$ cat src/hw/wdr_defines.vh
// Constants for the watchdog, system reset and drive-strength control block.
`ifndef WDR_DEFINES_VH
`define WDR_DEFINES_VH
// ==========================================================================
// Register offsets on the byte-wide register port.
`define WDR_OFF_AUX_DRIVE 8'h07
`define WDR_OFF_IDENT 8'h08
`define WDR_OFF_RST_WD 8'h09
// ==========================================================================
// Field positions in aux_clock_drive_ctrl.
`define WDR_BIT_DUAL_RATE_DRV 6
`define WDR_BIT_USB_RATE_DRV 5
// Field positions in sys_reset_watchdog_ctrl.
`define WDR_BIT_MEM_DRV 7
`define WDR_BIT_PERIPH_DRV 6
`define WDR_BIT_RST_ON_TO 4
`define WDR_BIT_RST_ON_FC 3
`define WDR_BIT_TO_FLAG 2
`define WDR_BIT_GUARD_EN 1
`define WDR_BIT_PROC_DRV 0
// ==========================================================================
// Reset values.
`define WDR_RST_DUAL_RATE_DRV 1'b1
`define WDR_RST_USB_RATE_DRV 1'b1
`define WDR_RST_OTHER_BIT 1'b0
// Identification codes; both values are arbitrary.
`define WDR_REVISION_CODE 4'h5
`define WDR_MAKER_CODE 4'h3
// ==========================================================================
// Timing: clock rate, tick periods and reset pulse length.
`define WDR_CLK_KHZ 125000
`define WDR_TICK_SHORT_MS 150
`define WDR_TICK_LONG_MS 2500
// Tick periods in clock cycles, sized for the 29-bit tick counter.
`define WDR_TICK_SHORT_CYCLES 29'd18750000
`define WDR_TICK_LONG_CYCLES 29'd312500000
`define WDR_RST_PULSE_CYCLES 16
`endif

$ cat src/hw/wdr_tick_gen.v
// Watchdog tick generator with two selectable periods.
`timescale 1ns/10ps
`default_nettype none
`include "wdr_defines.vh"
module wdr_tick_gen #(
   parameter CNT_W = 29,
   parameter [CNT_W-1:0] SHORT_CYCLES = 29'd18750000,
   parameter [CNT_W-1:0] LONG_CYCLES = 29'd312500000
) (
   input wire sys_clk_i,
   input wire sys_rst_i,
   input wire ce_i,
   input wire restart_i,
   input wire long_sel_i,
   output reg tick_o
);
   reg [CNT_W-1:0] cnt_q;
   wire [CNT_W-1:0] period;

   // Period chosen by the tick select bit.
   assign period = long_sel_i ? LONG_CYCLES : SHORT_CYCLES;

   // ==========================================================================
   // Free count, restarted whenever the watchdog is not counting.
   always @(posedge sys_clk_i) begin
      if (sys_rst_i) begin
         cnt_q <= {CNT_W{1'b0}};
         tick_o <= 1'b0;
      end else if (ce_i) begin
         tick_o <= 1'b0;
         if (restart_i) begin
            cnt_q <= {CNT_W{1'b0}};
         end else if (cnt_q >= period - {{(CNT_W-1){1'b0}}, 1'b1}) begin
            cnt_q <= {CNT_W{1'b0}};
            tick_o <= 1'b1;
         end else begin
            cnt_q <= cnt_q + {{(CNT_W-1){1'b0}}, 1'b1};
         end
      end
   end
endmodule // wdr_tick_gen
`default_nettype wire

$ cat src/hw/wdr_ctrl.v
// Drive strength, identification, watchdog and system reset control bytes.
`timescale 1ns/10ps
`default_nettype none
`include "wdr_defines.vh"
// Contract
// - Byte 7 bits 6 and 5 select high drive for dual and usb outputs; reset 1.
// - Byte 9 bit 7 selects high drive for memory clocks; reset 0.
// - Byte 9 bit 6 selects high drive for peripheral bus clocks; reset 0.
// - Byte 9 bit 0 selects high drive for processor clocks; reset 0.
// - Identification byte is read-only; revision code in bits 7 to 4.
// - Identification bits 3 to 0 hold a fixed read-only maker code.
// - Bit 4 set makes a time-out produce a system reset pulse.
// - Bit 3 set makes a frequency change produce a system reset pulse, merged into any pulse already running.
// - Bit 2 flags a time-out; writing one clears it, zero ignored.
// - Clearing bit 1 stops, reloads the watchdog and leaves recovery mode.
// - With bit 1 set, counting starts only after a frequency change.
// - Expiry issues reset if bit 4 set, loads recovery frequency, locks recovery mode.
// - In recovery mode host frequency writes are ignored.
// - Counts down from five-bit value; at zero sets flag, resets if enabled.
// - Tick select picks 150 ms or 2.5 s per count unit.
module wdr_ctrl #(
   parameter [28:0] TICK_SHORT_CYCLES = `WDR_TICK_SHORT_CYCLES,
   parameter [28:0] TICK_LONG_CYCLES = `WDR_TICK_LONG_CYCLES,
   parameter [7:0] RST_PULSE_CYCLES = `WDR_RST_PULSE_CYCLES
) (
   input wire sys_clk_i,
   input wire sys_rst_i,
   input wire ce_i,
   input wire reg_wr_i,
   input wire reg_rd_i,
   input wire [7:0] reg_addr_i,
   input wire [7:0] reg_wdata_i,
   output reg [7:0] reg_rdata_o,
   input wire [4:0] guard_timeout_count_i,
   input wire guard_tick_select_i,
   input wire freq_change_i,
   input wire freq_wr_attempt_i,
   output wire freq_wr_allow_o,
   output reg recovery_load_o,
   output wire recovery_mode_o,
   output reg sys_reset_o,
   output wire dual_rate_out_drive_high_o,
   output wire usb_rate_out_drive_high_o,
   output wire memory_clk_drive_high_o,
   output wire periph_bus_clk_drive_high_o,
   output wire proc_clk_drive_high_o
);
   reg dual_drv_q;
   reg usb_drv_q;
   reg mem_drv_q;
   reg periph_drv_q;
   reg proc_drv_q;
   reg rst_on_to_q;
   reg rst_on_fc_q;
   reg timeout_flag_q;
   reg guard_en_q;
   reg armed_q;
   reg locked_q;
   reg [4:0] count_q;
   reg [7:0] pulse_cnt_q;
   wire wr_aux;
   wire wr_rst;
   wire tick;
   wire expire;
   wire rst_req;
   wire to_clear;
   wire guard_stop;

   assign wr_aux = ce_i & reg_wr_i & (reg_addr_i == `WDR_OFF_AUX_DRIVE);
   assign wr_rst = ce_i & reg_wr_i & (reg_addr_i == `WDR_OFF_RST_WD);
   assign to_clear = wr_rst & reg_wdata_i[`WDR_BIT_TO_FLAG];

   // A write that clears the enable stops and unlocks at its own edge, not one cycle later.
   assign guard_stop = ~guard_en_q | (wr_rst & ~reg_wdata_i[`WDR_BIT_GUARD_EN]);

   // Drive-strength selections reach the output buffers directly.
   assign dual_rate_out_drive_high_o = dual_drv_q;
   assign usb_rate_out_drive_high_o = usb_drv_q;
   assign memory_clk_drive_high_o = mem_drv_q;
   assign periph_bus_clk_drive_high_o = periph_drv_q;
   assign proc_clk_drive_high_o = proc_drv_q;

   // Host frequency writes pass only outside recovery mode.
   assign recovery_mode_o = locked_q;
   assign freq_wr_allow_o = freq_wr_attempt_i & ~locked_q;

   // ==========================================================================
   // Tick source; held in restart while the countdown is idle.
   wdr_tick_gen #(
      .CNT_W(29),
      .SHORT_CYCLES(TICK_SHORT_CYCLES),
      .LONG_CYCLES(TICK_LONG_CYCLES)
   ) u_tick (
      .sys_clk_i(sys_clk_i),
      .sys_rst_i(sys_rst_i),
      .ce_i(ce_i),
      .restart_i(~armed_q),
      .long_sel_i(guard_tick_select_i),
      .tick_o(tick)
   );

   // Expiry on the tick that takes the count to zero; zero itself expires at once.
   assign expire = armed_q & guard_en_q & ((count_q == 5'h00) | (tick & (count_q == 5'h01)));

   // Either cause may request a reset; both share one pulse.
   assign rst_req = (expire & rst_on_to_q) | (freq_change_i & rst_on_fc_q);

   // ==========================================================================
   // Register storage for bytes 7 and 9.
   always @(posedge sys_clk_i) begin
      if (sys_rst_i) begin
         dual_drv_q <= `WDR_RST_DUAL_RATE_DRV;
         usb_drv_q <= `WDR_RST_USB_RATE_DRV;
         mem_drv_q <= `WDR_RST_OTHER_BIT;
         periph_drv_q <= `WDR_RST_OTHER_BIT;
         proc_drv_q <= `WDR_RST_OTHER_BIT;
         rst_on_to_q <= `WDR_RST_OTHER_BIT;
         rst_on_fc_q <= `WDR_RST_OTHER_BIT;
         guard_en_q <= `WDR_RST_OTHER_BIT;
      end else begin
         if (wr_aux) begin
            dual_drv_q <= reg_wdata_i[`WDR_BIT_DUAL_RATE_DRV];
            usb_drv_q <= reg_wdata_i[`WDR_BIT_USB_RATE_DRV];
         end
         if (wr_rst) begin
            mem_drv_q <= reg_wdata_i[`WDR_BIT_MEM_DRV];
            periph_drv_q <= reg_wdata_i[`WDR_BIT_PERIPH_DRV];
            proc_drv_q <= reg_wdata_i[`WDR_BIT_PROC_DRV];
            rst_on_to_q <= reg_wdata_i[`WDR_BIT_RST_ON_TO];
            rst_on_fc_q <= reg_wdata_i[`WDR_BIT_RST_ON_FC];
            guard_en_q <= reg_wdata_i[`WDR_BIT_GUARD_EN];
         end
      end
   end

   // ==========================================================================
   // Time-out flag: a new expiry wins over a clear in the same cycle.
   always @(posedge sys_clk_i) begin
      if (sys_rst_i) begin
         timeout_flag_q <= 1'b0;
      end else if (ce_i) begin
         if (expire) begin
            timeout_flag_q <= 1'b1;
         end else if (to_clear) begin
            timeout_flag_q <= 1'b0;
         end
      end
   end

   // ==========================================================================
   // Countdown, arming and the recovery lock.
   always @(posedge sys_clk_i) begin
      if (sys_rst_i) begin
         armed_q <= 1'b0;
         locked_q <= 1'b0;
         count_q <= 5'h00;
         recovery_load_o <= 1'b0;
      end else if (ce_i) begin
         recovery_load_o <= 1'b0;
         if (guard_stop) begin
            armed_q <= 1'b0;
            locked_q <= 1'b0;
            count_q <= guard_timeout_count_i;
         end else if (expire) begin
            armed_q <= 1'b0;
            locked_q <= 1'b1;
            recovery_load_o <= 1'b1;
            count_q <= guard_timeout_count_i;
         end else if (freq_change_i && !armed_q && !locked_q) begin
            armed_q <= 1'b1;
            count_q <= guard_timeout_count_i;
         end else if (armed_q && tick) begin
            count_q <= count_q - 5'h01;
         end
      end
   end

   // ==========================================================================
   // System reset pulse of fixed length; requests during a pulse merge into it.
   always @(posedge sys_clk_i) begin
      if (sys_rst_i) begin
         pulse_cnt_q <= 8'h00;
         sys_reset_o <= 1'b0;
      end else if (ce_i) begin
         if (rst_req && pulse_cnt_q == 8'h00) begin
            pulse_cnt_q <= RST_PULSE_CYCLES;
            sys_reset_o <= 1'b1;
         end else if (pulse_cnt_q == 8'h01) begin
            pulse_cnt_q <= 8'h00;
            sys_reset_o <= 1'b0;
         end else if (pulse_cnt_q != 8'h00) begin
            pulse_cnt_q <= pulse_cnt_q - 8'h01;
         end
      end
   end

   // ==========================================================================
   // Read data, registered; unmapped offsets read zero.
   always @(posedge sys_clk_i) begin
      if (sys_rst_i) begin
         reg_rdata_o <= 8'h00;
      end else if (ce_i && reg_rd_i) begin
         case (reg_addr_i)
            `WDR_OFF_AUX_DRIVE: begin
               reg_rdata_o <= {1'b0, dual_drv_q, usb_drv_q, 5'h00};
            end
            `WDR_OFF_IDENT: begin
               reg_rdata_o <= {`WDR_REVISION_CODE, `WDR_MAKER_CODE};
            end
            `WDR_OFF_RST_WD: begin
               reg_rdata_o <= {mem_drv_q, periph_drv_q, 1'b0, rst_on_to_q, rst_on_fc_q,
                               timeout_flag_q, guard_en_q, proc_drv_q};
            end
            default: begin
               reg_rdata_o <= 8'h00;
            end
         endcase
      end
   end
endmodule // wdr_ctrl
`default_nettype wire

$ cat config.mk
export PLATFORM = sky130hd
export DESIGN_NAME = wdr_ctrl
export DESIGN_NICKNAME = d
export VERILOG_FILES = /design/src/hw/wdr_tick_gen.v /design/src/hw/wdr_ctrl.v
export VERILOG_INCLUDE_DIRS = /design/src /design/src/hw
export SDC_FILE = /design/constraint.sdc
export NUM_CORES = 1
export LEC_CHECK = 0
export BUFFER_PORTS_ARGS = -buffer_cell sky130_fd_sc_hd__buf_2
export CORE_AREA = 2 2 86 88
export DETAILED_ROUTE_END_ITERATION = 16
export DIE_AREA = 0 0 88 90
export GPL_TIMING_DRIVEN = 0
export PLACE_DENSITY = 0.75
export SLEW_MARGIN = 0
export SYNTH_ARGS = -nofsm -noshare
export SYNTH_HDL_FRONTEND = slang
export SYNTH_SLANG_ARGS = --single-unit
export TNS_END_PERCENT = 10
$ cat constraint.sdc
create_clock -name sys_clk_i -period 7.5 [get_ports sys_clk_i]
set_clock_uncertainty 0.05 [all_clocks]
set_input_delay 1.5 -clock sys_clk_i [delete_from_list [all_inputs] [get_ports sys_clk_i]]
set_output_delay 1.5 -clock sys_clk_i [all_outputs]
set_load 0.01 [all_outputs]
# After elaboration in Yosys (flattened, before gate mapping)
# Cells that the tools add are included.
# word_totals
register_bits	64
input_bits	29
output_inout_bits	17
word_cells	91
# classes
addsub	4
order_cmp	1
n_eq_ne	5
muxes	24
bitwise_logic	17
reduce_logical	22
# op_table
cell	count
29-bit 2-to-1 mux	3
29-bit by 1-bit adder with 29-bit output (second input constant)	1
29-bit greater-or-equal comparator	1
29-bit by 1-bit subtractor with 29-bit output (second input constant)	1
8-bit 2-to-1 mux	3
8-bit one-hot mux with 3 select lines	1
5-bit 2-to-1 mux	4
8-bit by 4-bit == test with 1-bit output (second input constant)	2
1-bit 2-to-1 mux	13
2-bit AND reduction	6
1-bit bitwise AND	11
8-bit by 1-bit == test with 1-bit output (second input constant)	1
8-bit by 3-bit == test with 1-bit output (second input constant)	1
8-bit zero test	1
8-bit nonzero test	1
8-bit by 1-bit subtractor with 8-bit output (second input constant)	1
2-bit nonzero test	3
3-bit nonzero test	2
5-bit by 1-bit == test with 1-bit output (second input constant)	1
1-bit logical AND	5
5-bit zero test	1
5-bit by 1-bit subtractor with 5-bit output (second input constant)	1
4-bit nonzero test	1
1-bit inverter	3
other kinds (2)	5

# Depth between registers and ports, before layout
# logic_depth
depth_word	9
ltp_mapped	10
ltp_nobuf	8

# Modules after synthesis
# A second synthesis with hierarchy kept.
# unflattened
hier_cells	458
area_unflattened_um2	3808.7
# modules_own_cells
module	instances	cells_each	area_per_inst_um2	seq_area_each_um2
wdr_tick_gen	1	239	1964.4	600.6
wdr_ctrl	1	219	1844.3	680.7

# Worst setup path before layout
# OpenSTA, ideal clock, no wires.
# synth_timing
path_type	input to register
from	in guard_tick_select_i
to	reg u_tick.cnt_q[24]
setup_ns	0.122
t_arrival_ns	3.705
t_required_ns	7.328
setup_slack_ns	3.623
path_stages	9
n_path_buf	1
path_cell_list	inv_1 > ha_1 > or4b_1 > or3_1 > a311o_1 > a31o_2 > buf_6 > nor4bb_1 > a311o_1
# synth_via
elab_chain_len	5
# synth_lines
item	line	text
from (decl)	wdr_ctrl.v:35	input wire guard_tick_select_i,
29-bit 2-to-1 mux	wdr_tick_gen.v:21	assign period = long_sel_i ? LONG_CYCLES : SHORT_CYCLES;
29-bit by 1-bit subtractor with 29-bit output	wdr_tick_gen.v:33	end else if (cnt_q >= period - {{(CNT_W-1){1'b0}}, 1'b1}) begin
29-bit greater-or-equal comparator	wdr_tick_gen.v:33	
29-bit 2-to-1 mux	wdr_tick_gen.v:33	
29-bit 2-to-1 mux	wdr_tick_gen.v:31	if (restart_i) begin
to (signal assigned)	wdr_tick_gen.v:32	cnt_q <= {CNT_W{1'b0}};
to (signal assigned)	wdr_tick_gen.v:34	cnt_q <= {CNT_W{1'b0}};
to (signal assigned)	wdr_tick_gen.v:37	cnt_q <= cnt_q + {{(CNT_W-1){1'b0}}, 1'b1};
to (decl)	wdr_tick_gen.v:17	reg [CNT_W-1:0] cnt_q;
# Every way passes these cells.
# A chain may end at the register's enable or synchronous reset.

# Worst setup path after layout
# layout_timing
from	in guard_tick_select_i
to	reg u_tick.cnt_q[2]
# The elaborated chain is that of the path after synthesis.

==> results.py <==
metrics = {
    "timing": {
        "period_needed_ns": 4.217,
        "tns_ns": 0,
        "rsz0062_at_grt": "false",
        "period_share_pct": 56.22,
        "fmax_mhz": 237.1,
        "maxSlewHeadroom_pct": 27.92,
        "hold_ws_ns": 0.4004,
        "final-hold-violation-count": 0,
        "worstMarginPinSlew_ns": 1.072,
        "setup_violations": 0,
        "maxSlewViolCount": 0,
    },
    "synth": {
        "synth_seq_cells": 64,
        "synth_edf_count": 0,
        "yosysTopAreaCell": "dfxtp_1",
        "async_reset_ff_share_pct": 0,
        "synth_nets": 509,
        "ys_types": 58,
        "synth_warnings": 0,
        "synth_area_leaders": "dfxtp_1, ha_1, nand2_1, a21oi_1, nand3_1",
        "netlist_instances": 460,
        "synth_ff_type": "dfxtp_1",
        "netlist.area_leader.share_pct": 34.13,
        "syn_area_sq_um": 3754,
        "synth_area_per_cell_sq_um": 8.160,
        "synth-seq-area-share_pct": 34.13,
    },
    "die": {
        "die_w_um": 88,
        "die_area_sq_um": 7920,
        "rows": 31,
        "initial_core_util_pct": 53.47,
        "die_h_um": 90,
        "coreArea_sq_um": 7020,
        "pin_count": 46,
    },
    "place": {
        "post-dp-hpwl_um": 7147,
        "placed_cells": 604,
        "numPortBuffers": 45,
        "gp_congestion": 0.9025,
    },
    "pwr": {
        "internal-power_uw": 586.7,
        "p_per_area_nw_per_um2": 202.3,
        "total_power_uw": 867.6,
        "swShare_pct": 32.38,
        "seqPwrFrac_pct": 44.6,
        "irDropWorstVdd_v": 0.0002156,
        "leakage_uw": 0.001624,
        "p_comb_share_pct": 23.1,
        "switchingPower_uw": 280.9,
        "p_clk_share_pct": 32.3,
    },
    "clock_tree": {
        "cts_tree": "built",
        "cts.clk_slew.worst_paths_ns": 0.07,
        "cts_buffers": 9,
        "cts_setup_buffers": 0,
        "ctsHoldBuffers": 0,
        "cts_resized": 0,
        "clk_latency_ns": 0.35,
        "clockBufferDepth": 2,
        "root_buffer": "clkbuf_8",
        "htree_levels": 3,
        "clock-sinks": 64,
    },
    "global_route": {
        "grt_util_met1_pct": 32.71,
        "grt_use_met2_pct": 43.18,
        "grt_usage_pct": 26.07,
        "antenna_found_initial": 0,
        "grt_pass1_vias": 3575,
        "grt_overflow": 0,
        "grt_pass1_wl_um": 16610,
        "grt_busiest_layer": "met2",
        "grtUsageMet3_pct": 5.601,
        "grt_max_degree": 11,
    },
    "run": {
        "cap_violations": 0,
    },
    "min_path": {
        "hold_class": "reg2reg",
    },
    "worst_setup_path": {
        "crit_chain": "buf_2, inv_1, ha_1, or4b_1, or3_1, a311o_1, a31o_2, buf_6, nand2_2, buf_2, o21ai_0",
        "r2r_slack_ns": 4.53,
        "crit_required_ns": 7.67,
        "worst_path_largest_cell_delay_ns": 0.42,
        "critPathKind": "in2reg",
        "critPathLaunchType": "input port",
        "cp_top_family": "simple AND/OR/NAND/NOR gates",
        "cp-end-kind": "register",
        "critPathSlowestCell": "or4b_1",
        "cp.arrival_ns": 4.39,
        "crit_buf_inv": 4,
        "cpMostUsedCell": "buf_2",
        "crit_path_max_fanout": 10,
    },
    "route": {
        "ant_nets": 0,
        "wire_per_inst_um": 15.86,
        "dr.first_iter.drc_count": 233,
        "firstDrtPassIters": 7,
        "via_per_inst": 6.131,
        "drc_errors": 0,
        "wirelength_um": 9835,
        "vias": 3801,
    },
    "layout": {
        "diodes": 0,
        "drive_gt1_share_pct": 14.97,
        "syn_to_final_growth_pct": 14.23,
        "nets": 565,
        "stdcell_count": 620,
    },
    "outcome": {
        "outcome": "finished, final reports clean",
    },
}
## cell usage in the layout, fill, tap and decap left out, types with 4 or more instances in the layout
cell	instances
clkbuf_8	12
dfxtp_1	64
nor2_1	30
and2_1	8
a41oi_1	4
nand2b_1	5
nor3_1	13
and4_1	5
a22oi_1	9
o41ai_1	4
a31oi_1	10
inv_1	16
and3_1	8
o311ai_0	4
o21ai_0	12
mux2i_1	10
nor2b_1	7
or3_1	11
nand3_1	28
ha_1	20
nand4_1	13
nand2_1	53
a21oi_1	29
clkbuf_1	17
or4b_2	4
nor4_1	6
buf_2	49
o31ai_1	9
nand3b_1	4
o211ai_1	4
## metrics by stage
step	instance area, sq um	util [%]	setup WS (ns)
final	4288	61.08	3.283
after global placement	4103	58.44	2.980
after detailed placement	4103	58.44	2.943
after CTS	4288	61.08	3.308
after global routing	4288	61.08	3.185
after floorplan	3754	-	3.623
## kinds of logic after synthesis
family | after synthesis | share of synthesized area (%)
flip-flops | 64 | 34.13
AO/OA/AOI/OAI | 112 | 21.27
adder cells (fa/ha/maj) | 20 | 6.667
AND/OR/NAND/NOR | 214 | 30.73
buffers and inverters | 39 | 4.233
multiplexers | 11 | 2.967
## path summary, 6_finish.rpt
check,start,endpoint,cells past startpoint
max,guard_tick_select_i,u_tick.cnt_q[2]$_SDFFE_PP0P_,11
min,reg_rdata_o[7]$_SDFFE_PP0P_,reg_rdata_o[7]$_SDFFE_PP0P_,2
max reg2reg,u_tick.cnt_q[14]$_SDFFE_PP0P_,u_tick.cnt_q[2]$_SDFFE_PP0P_,9
min reg2reg,reg_rdata_o[7]$_SDFFE_PP0P_,reg_rdata_o[7]$_SDFFE_PP0P_,2
## layout make-up
class,instances,area [sq um]
tap,99,123.9
timing repair buffer,45,225.2
clock buffer,14,172.7
sequential,64,1281
multi-input combinational,357,2313
buffer,23,98.84
clock inverter,2,12.51
fill,652,2733
inverter,16,60.06
## registers in the layout, indices dropped and copies added, names as in the netlist, 5 cells and up
name          cells
u_tick.cnt_q     29
pulse_cnt_q       8
reg_rdata_o       8
count_q           5
## Yosys cell counts (6+ instances only)
cell type and n:
or3_1 11, nor3_1 13, inv_1 16, and3_1 8, dfxtp_1 64, a31oi_1 10
o21ai_0 12, ha_1 20, nor2_1 30, nand3_1 28, nor2b_1 7, a21oi_1 29
clkbuf_1 15, o31ai_1 9, nand2_1 53, nand4_1 13, nor4_1 6, and2_1 8
mux2i_1 10, a22oi_1 9
## metal layers
| metal | vias to the layer above | share of wire [%] |
|---|---|---|
| met5 | - | 0 |
| met4 | 0 | 1.6 |
| met3 | 18 | 5.3 |
| met2 | 107 | 49 |
| met1 | 1818 | 44 |
| li1 | 1858 | - |
## power groups by stage
stage | logic, uW | clock network, uW | registers (uW)
after floorplan | 152 | 0 | 388
after global placement | 191 | 0 | 392
after detailed placement | 200 | 0 | 393
after CTS | 201 | 283 | 386
after global routing | 230 | 299 | 391
final | 201 | 280 | 387
## tightest hold or removal path, delay by kind of cell, from the launching register on
| family | cells | cell delay [ns] |
|---|---|---|
| compound gates | 1 | 0.05 |
| flops | 1 | 0.31 |
| simple gates | 1 | 0.05 |
Power figures use the tool's default switching activity.
